File: config.mk
export PLATFORM = sky130hd
export DESIGN_NAME = hpsc_slot_ctrl
export DESIGN_NICKNAME = d
export VERILOG_FILES = /design/src/hdl/hpsc_pkg.sv /design/src/hdl/hpsc_slot_ctrl.sv
export SDC_FILE = /design/constraint.sdc
export NUM_CORES = 1
export LEC_CHECK = 0
export BUFFER_PORTS_ARGS = -buffer_cell sky130_fd_sc_hd__buf_2
export CAP_MARGIN = 40
export CORE_ASPECT_RATIO = 2
export CORE_UTILIZATION = 34
export DETAILED_ROUTE_END_ITERATION = 8
export HOLD_SLACK_MARGIN = 0.12
export SYNTH_ARGS = -nofsm -noshare
export SYNTH_HDL_FRONTEND = slang
export SYNTH_SLANG_ARGS = --single-unit
File: constraint.sdc
create_clock -name clk -period 3 [get_ports clk]
set_input_delay 0.45 -clock clk [delete_from_list [all_inputs] [get_ports clk]]
set_output_delay 0.45 -clock clk [all_outputs]
set_load 0.005 [all_outputs]
File: src/hdl/hpsc_pkg.sv
/*
 * hpsc_pkg: constants, field positions and carrier types for the hot-plug
 * slot control and status register bank of one downstream port.
 * Assumes a 32-bit APB slave port and one core clock with synchronous reset.
 */
package hpsc_pkg;

    localparam int          ADDR_W    = 12;
    localparam int          DATA_W    = 32;
    localparam logic [11:0] SLOT_ADDR = 12'h0D8;

    // control field positions (low half of the word)
    localparam int CTL_ABE = 0;
    localparam int CTL_PFE = 1;
    localparam int CTL_PDE = 3;
    localparam int CTL_CCE = 4;
    localparam int CTL_HIE = 5;
    localparam int CTL_AI  = 6;
    localparam int CTL_PI  = 8;
    localparam int CTL_PWR = 10;
    localparam int CTL_DLE = 12;

    localparam logic [15:0] CTL_WMASK = 16'h17FB;
    localparam logic [15:0] CTL_RST   = 16'h03C0;

    // status field positions, relative to bit 16 of the word
    localparam int STAT_LSB = 16;
    localparam int ST_ABP   = 0;
    localparam int ST_PFD   = 1;
    localparam int ST_LSC   = 2;
    localparam int ST_PDC   = 3;
    localparam int ST_CC    = 4;
    localparam int ST_LS    = 5;
    localparam int ST_PDS   = 6;
    localparam int ST_DLC   = 8;

    localparam logic [15:0] ST_W1C    = 16'h011B;
    localparam logic [15:0] WAKE_MASK = 16'h010B;
    localparam logic [15:0] ST_RST    = 16'h0000;

    // cycles after reset before pin changes count as events
    localparam logic [2:0] SETTLE_CYC = 3'h5;

    typedef struct packed {
        logic cmdDone;
        logic presenceStrap;
        logic retentionLatch;
        logic powerFault;
        logic attnButton;
    } hpsc_pins_t;

    typedef struct packed {
        logic [1:0] attnInd;
        logic [1:0] pwrInd;
        logic       pwrOff;
        logic       attnMsg;
        logic       pwrMsg;
    } hpsc_slot_out_t;

endpackage : hpsc_pkg

File: src/hdl/hpsc_slot_ctrl.sv
/*
 * hpsc_slot_ctrl: slot control and status word of a downstream port, with
 * pin synchronisers, sticky event flags, indicator and power control
 * outputs and the hot-plug interrupt and wake requests.
 * Assumes an APB master on clk, slot pins asynchronous to clk, and a
 * link-active level from the data link state machine on clk.
 */
// Chosen here: the APB register port.
`timescale 1ns/1ps

// three-stage synchroniser; output follows once stages two and three agree
module hpsc_sync #(
    parameter int W = 1
) (
    input  wire logic         clk,
    input  wire logic         rst,
    input  wire logic [W-1:0] din,
    output logic      [W-1:0] dout
);
    logic [W-1:0] s1_ff;
    logic [W-1:0] s2_ff;
    logic [W-1:0] s3_ff;
    logic [W-1:0] flt_ff;
    logic [W-1:0] nxt_flt;

    // per-bit agreement filter
    assign nxt_flt = (s2_ff & s3_ff) | (flt_ff & (s2_ff ^ s3_ff));
    assign dout    = flt_ff;

    // shift chain, reset to zero
    always_ff @(posedge clk) begin
        if (rst) begin
            s1_ff  <= '0;
            s2_ff  <= '0;
            s3_ff  <= '0;
            flt_ff <= '0;
        end else begin
            s1_ff  <= din;
            s2_ff  <= s1_ff;
            s3_ff  <= s2_ff;
            flt_ff <= nxt_flt;
        end
    end
endmodule : hpsc_sync

module hpsc_slot_ctrl
    import hpsc_pkg::*;
(
    input  wire logic              clk,
    input  wire logic              rst,
    input  wire logic              psel,
    input  wire logic              penable,
    input  wire logic              pwrite,
    input  wire logic [ADDR_W-1:0] paddr,
    input  wire logic [DATA_W-1:0] pwdata,
    input  wire logic [3:0]        pstrb,
    output logic      [DATA_W-1:0] prdata,
    output logic                   pready,
    output logic                   pslverr,
    input  wire hpsc_pins_t        slotPins,
    input  wire logic              dlActive,
    input  wire logic              slotImpl,
    output hpsc_slot_out_t         slotOut,
    output logic                   hpIrq,
    output logic                   hpWake
);
    logic [15:0]       ctl_ff;
    logic [15:0]       nxt_ctl;
    logic [15:0]       flg_ff;
    logic [15:0]       nxt_flg;
    logic              pds_ff;
    logic              nxt_pds;
    logic              dlPrev_ff;
    logic [2:0]        settle_ff;
    logic [2:0]        nxt_settle;
    hpsc_pins_t        pinFlt;
    hpsc_pins_t        pinPrev_ff;
    logic              pready_ff;
    logic              pslverr_ff;
    logic [31:0]       prdata_ff;
    logic              irq_ff;
    logic              wake_ff;
    hpsc_slot_out_t    out_ff;
    hpsc_slot_out_t    nxt_out;

    logic              access;
    logic              rdLoad;
    logic              done;
    logic              hit;
    logic              wrDone;
    logic [15:0]       ctlMask;
    logic [15:0]       clrMask;
    logic [15:0]       setVec;
    logic [15:0]       statWord;
    logic [15:0]       enAlign;
    logic [15:0]       pendVec;
    logic              settled;
    logic              abPress;
    logic              pfRise;
    logic              latchChg;
    logic              cardNow;
    logic              presChg;
    logic              ccRise;
    logic              dlChg;
    logic              presRead;

    // pin synchronisers
    hpsc_sync #(
        .W ($bits(hpsc_pins_t))
    ) u_sync (
        .clk  (clk),
        .rst  (rst),
        .din  (slotPins),
        .dout (pinFlt)
    );

    // apb decode: one wait state, effects at the completing edge
    assign access  = psel & penable;
    assign rdLoad  = access & ~pready_ff;
    assign done    = access & pready_ff;
    assign hit     = (paddr == SLOT_ADDR);
    assign wrDone  = done & pwrite & hit;

    // byte-lane masks for control write and status clear
    assign ctlMask = CTL_WMASK & {{8{pstrb[1]}}, {8{pstrb[0]}}};
    assign clrMask = wrDone ? (ST_W1C & pwdata[31:16] & {{8{pstrb[3]}}, {8{pstrb[2]}}})
                            : 16'h0000;
    assign nxt_ctl = wrDone ? ((ctl_ff & ~ctlMask) | (pwdata[15:0] & ctlMask)) : ctl_ff;

    // pin events, held off until the synchronisers have filled
    assign settled  = (settle_ff == SETTLE_CYC);
    assign nxt_settle = settled ? settle_ff : settle_ff + 3'h1;
    assign abPress  = settled & pinFlt.attnButton & ~pinPrev_ff.attnButton;
    assign pfRise   = settled & pinFlt.powerFault & ~pinPrev_ff.powerFault;
    assign latchChg = settled & (pinFlt.retentionLatch ^ pinPrev_ff.retentionLatch);
    assign ccRise   = settled & pinFlt.cmdDone & ~pinPrev_ff.cmdDone;
    assign cardNow  = ~pinFlt.presenceStrap;
    assign presChg  = settled & slotImpl & (cardNow ^ pds_ff);
    assign nxt_pds  = presChg ? cardNow : pds_ff;
    assign dlChg    = dlActive ^ dlPrev_ff;

    // hardware set vector, aligned to status bits
    assign setVec = (16'(abPress)  << ST_ABP)
                  | (16'(pfRise)   << ST_PFD)
                  | (16'(latchChg) << ST_LSC)
                  | (16'(presChg)  << ST_PDC)
                  | (16'(ccRise)   << ST_CC)
                  | (16'(dlChg)    << ST_DLC);

    // set wins over a clear in the same cycle
    assign nxt_flg = (flg_ff & ~clrMask) | setVec;

    // status read view
    assign presRead = slotImpl ? pds_ff : 1'b1;
    assign statWord = flg_ff
                    | (16'(pinFlt.retentionLatch) << ST_LS)
                    | (16'(presRead) << ST_PDS);

    // enables aligned to their flags
    assign enAlign = (16'(ctl_ff[CTL_ABE]) << ST_ABP)
                   | (16'(ctl_ff[CTL_PFE]) << ST_PFD)
                   | (16'(ctl_ff[CTL_PDE]) << ST_PDC)
                   | (16'(ctl_ff[CTL_CCE]) << ST_CC)
                   | (16'(ctl_ff[CTL_DLE]) << ST_DLC);
    assign pendVec = flg_ff & enAlign;

    // slot-side controls and message strobes
    assign nxt_out = '{attnInd: nxt_ctl[CTL_AI +: 2],
                       pwrInd:  nxt_ctl[CTL_PI +: 2],
                       pwrOff:  nxt_ctl[CTL_PWR],
                       attnMsg: wrDone & pstrb[0],
                       pwrMsg:  wrDone & pstrb[1]};

    // register state
    always_ff @(posedge clk) begin
        if (rst) begin
            ctl_ff     <= CTL_RST;
            flg_ff     <= ST_RST;
            pds_ff     <= ~slotPins.presenceStrap;
            dlPrev_ff  <= 1'b0;
            settle_ff  <= 3'h0;
            pinPrev_ff <= '0;
        end else begin
            ctl_ff     <= nxt_ctl;
            flg_ff     <= nxt_flg;
            pds_ff     <= nxt_pds;
            dlPrev_ff  <= dlActive;
            settle_ff  <= nxt_settle;
            pinPrev_ff <= pinFlt;
        end
    end

    // apb answer registers
    always_ff @(posedge clk) begin
        if (rst) begin
            pready_ff  <= 1'b0;
            pslverr_ff <= 1'b0;
            prdata_ff  <= 32'h0000_0000;
        end else begin
            pready_ff  <= rdLoad;
            pslverr_ff <= rdLoad & ~hit;
            prdata_ff  <= (rdLoad & hit) ? {statWord, ctl_ff} : 32'h0000_0000;
        end
    end

    // interrupt and wake requests
    always_ff @(posedge clk) begin
        if (rst) begin
            irq_ff  <= 1'b0;
            wake_ff <= 1'b0;
        end else begin
            irq_ff  <= ctl_ff[CTL_HIE] & (|pendVec);
            wake_ff <= ~ctl_ff[CTL_HIE] & (|(pendVec & WAKE_MASK));
        end
    end

    // slot outputs
    always_ff @(posedge clk) begin
        if (rst) begin
            out_ff <= '{attnInd: CTL_RST[CTL_AI +: 2], pwrInd: CTL_RST[CTL_PI +: 2],
                        pwrOff: 1'b0, attnMsg: 1'b0, pwrMsg: 1'b0};
        end else begin
            out_ff <= nxt_out;
        end
    end

    assign prdata  = prdata_ff;
    assign pready  = pready_ff;
    assign pslverr = pslverr_ff;
    assign hpIrq   = irq_ff;
    assign hpWake  = wake_ff;
    assign slotOut = out_ff;
endmodule : hpsc_slot_ctrl

==> reports/metrics.csv <==
metric;value;unit
layout_commonest_cell;buf_2;
synth_seq_cells;71;
setup_viol;0;
path_max_fanout;16;
clk_pin_slew;0.05;ns
p_leak;1.46;nW
drc;0;
worst_pin_slew;0.566;ns
drive_above_1_share;28.3;%
clock_path_buffers;2;
grt_pass1_vias;1770;
critical_path_class;in -> reg;
outcome;finished clean;
cts-hold-fix-buffers;0;
slowest_delay;0.60;ns
drt_first_pass_iters;4;
finalWirelength;4.73;mm
antenna_found_initial;0;
yosysWarnings;0;
core;7270;µm²
finalMaxSlewViolations;0;
wl_per_cell;11.5;µm
hpwl;3.46;mm
netlist_area;2570;µm²
cts_setup_buffers;0;
layout_common_cells;buf_2, dfxtp_1, nor2b_1, and2_1, a21oi_1;
diodes;0;
cts-root-buf;clkbuf_16;
period_minus_slack;1.72;ns
power_density;676;nW/µm²
setup_tns;0;ns
vias_per_cell;4.41;
die_area;7930;µm²
antenna_left;0;
path_cells;buf_2, nor4b_4, and4_1, nand2_1, a211o_1;
grt_remaining_overflow;0;
required;3.21;ns
cts_buffers;9;
clkLatencyLatePin;0.32;ns
crit_family;simple AND/OR/NAND/NOR gates;
final.setup_skew;0.00327;ns
grt_usage;13.3;%
h-tree-depth;3;
grt_max_degree;28;
io_pins;103;
hold_ws;0.332;ns
fillCellCount;730;
critPathLaunchType;input pin;
synth_cells;247;
avgSynthCellArea;10.4;µm²
synthArstFlopShare;0;%
port_buffers;73;
synthFlopType;dfxtp_1;
ys_types;37;
critPathArrivalTime;1.93;ns
worst_slack;1.28;ns
finalHoldViolCount;0;
synth_edf_count;1;
dpl.cell_count;397;
cts-resized-gates;0;
finalCritPeriodShare;57.2;%
yosysSeqAreaShare;55.7;%
nets;383;
crit_path_end_kind;flop;
tritoncts;built;
drv_cap;0;
drt-initial-drc-count;95;
critPathBufInv;1;
relSlewSlack;62.2;%
place.gp.congestion;0.752;
ir_drop;0.266;mV
cp_slowest_cell;and4_1;
pre_cts_ws;0.942;ns
hold_class;in -> reg;
syn_to_final_growth;25.8;%
num_vias;1820;
power;2.19;mW
cts.sinks;71;
rsz0062_at_grt;false;
stdcell_count;413;
die_w;63.5;µm
grt_pass1_wl;7.93;mm
die_y;125;µm
max_freq;0.582;GHz
rows;44;
initial_core_util;35.4;%
[area by class of cell]
class | instances | area, µm² | share of cell area [%]
clock inverter | 3 | 65.1 | 2.01
sequential | 71 | 1430 | 44.2
multi-input combinational | 153 | 965 | 29.8
inverter | 7 | 26.3 | 0.812
tap | 92 | 115 | 3.56
clock buffer | 13 | 260 | 8.04
timing repair buffer | 74 | 373 | 11.5
[cells by family after synthesis]
family,synth area share (%)
mux,0.389
buf+inv,8.56
other cells,0.146
compound gates,8.42
simple gates,22.0
flops,55.7
fa+ha+maj,3.41
xor+xnor,1.36
[path summary, 6_finish.rpt]
check	start	depth (start not counted)	slack, ns	end
setup / recovery	paddr[11]	5	1.28	flop
hold / removal	slotPins[4]	2	0.33	u_sync.s1_ff[4]
setup reg to reg	pready	4	1.31	flop
hold reg to reg	u_sync.s1_ff[4]	1	0.44	u_sync.s2_ff[4]
[synth_stat cells, types with 2 or more instances]
cell	count	area [µm²]
a211o_1	4	35.0
a21oi_1	15	75.1
a32o_1	3	30.0
and2_1	19	119
and3_1	4	25.0
and4_1	2	17.5
buf_1	2	7.51
buf_2	2	10.0
buf_4	18	135
clkbuf_1	4	15.0
dfxtp_1	70	1400
ha_1	7	87.6
inv_1	7	26.3
nand2_1	7	26.3
nand2b_1	2	12.5
nand3_1	12	60.1
nand4_1	2	12.5
nor2_1	11	41.3
nor2b_1	24	150
nor3_1	5	25.0
nor4b_4	2	47.6
o21ai_0	8	40.0
xnor2_1	3	26.3
[per-layer routing]
layer / vias up / GRT usage [%] / routed length (µm)
li1: 935 / - / -
met1: 822 / 12.2 / 1760
met2: 54 / 24.0 / 2640
met4: 0 / 8.96 / 104
met3: 9 / 4.38 / 225
met5: - / 0 / 0
[metrics by stage]
stage / utilization [%] / instance area (µm²)
2_1_floorplan: - / 2620
4_1_cts: 44.5 / 3240
5_1_grt: 44.5 / 3240
3_3_place_gp: 40.0 / 2910
3_5_place_dp: 40.0 / 2910
6_report: 44.5 / 3240
[power by group]
group,internal (mW),switching (mW)
clock network,0.771,0.358
logic,0.0406,0.0439
registers,0.963,0.00929
No activity file was read; power rests on OpenSTA's default activity.
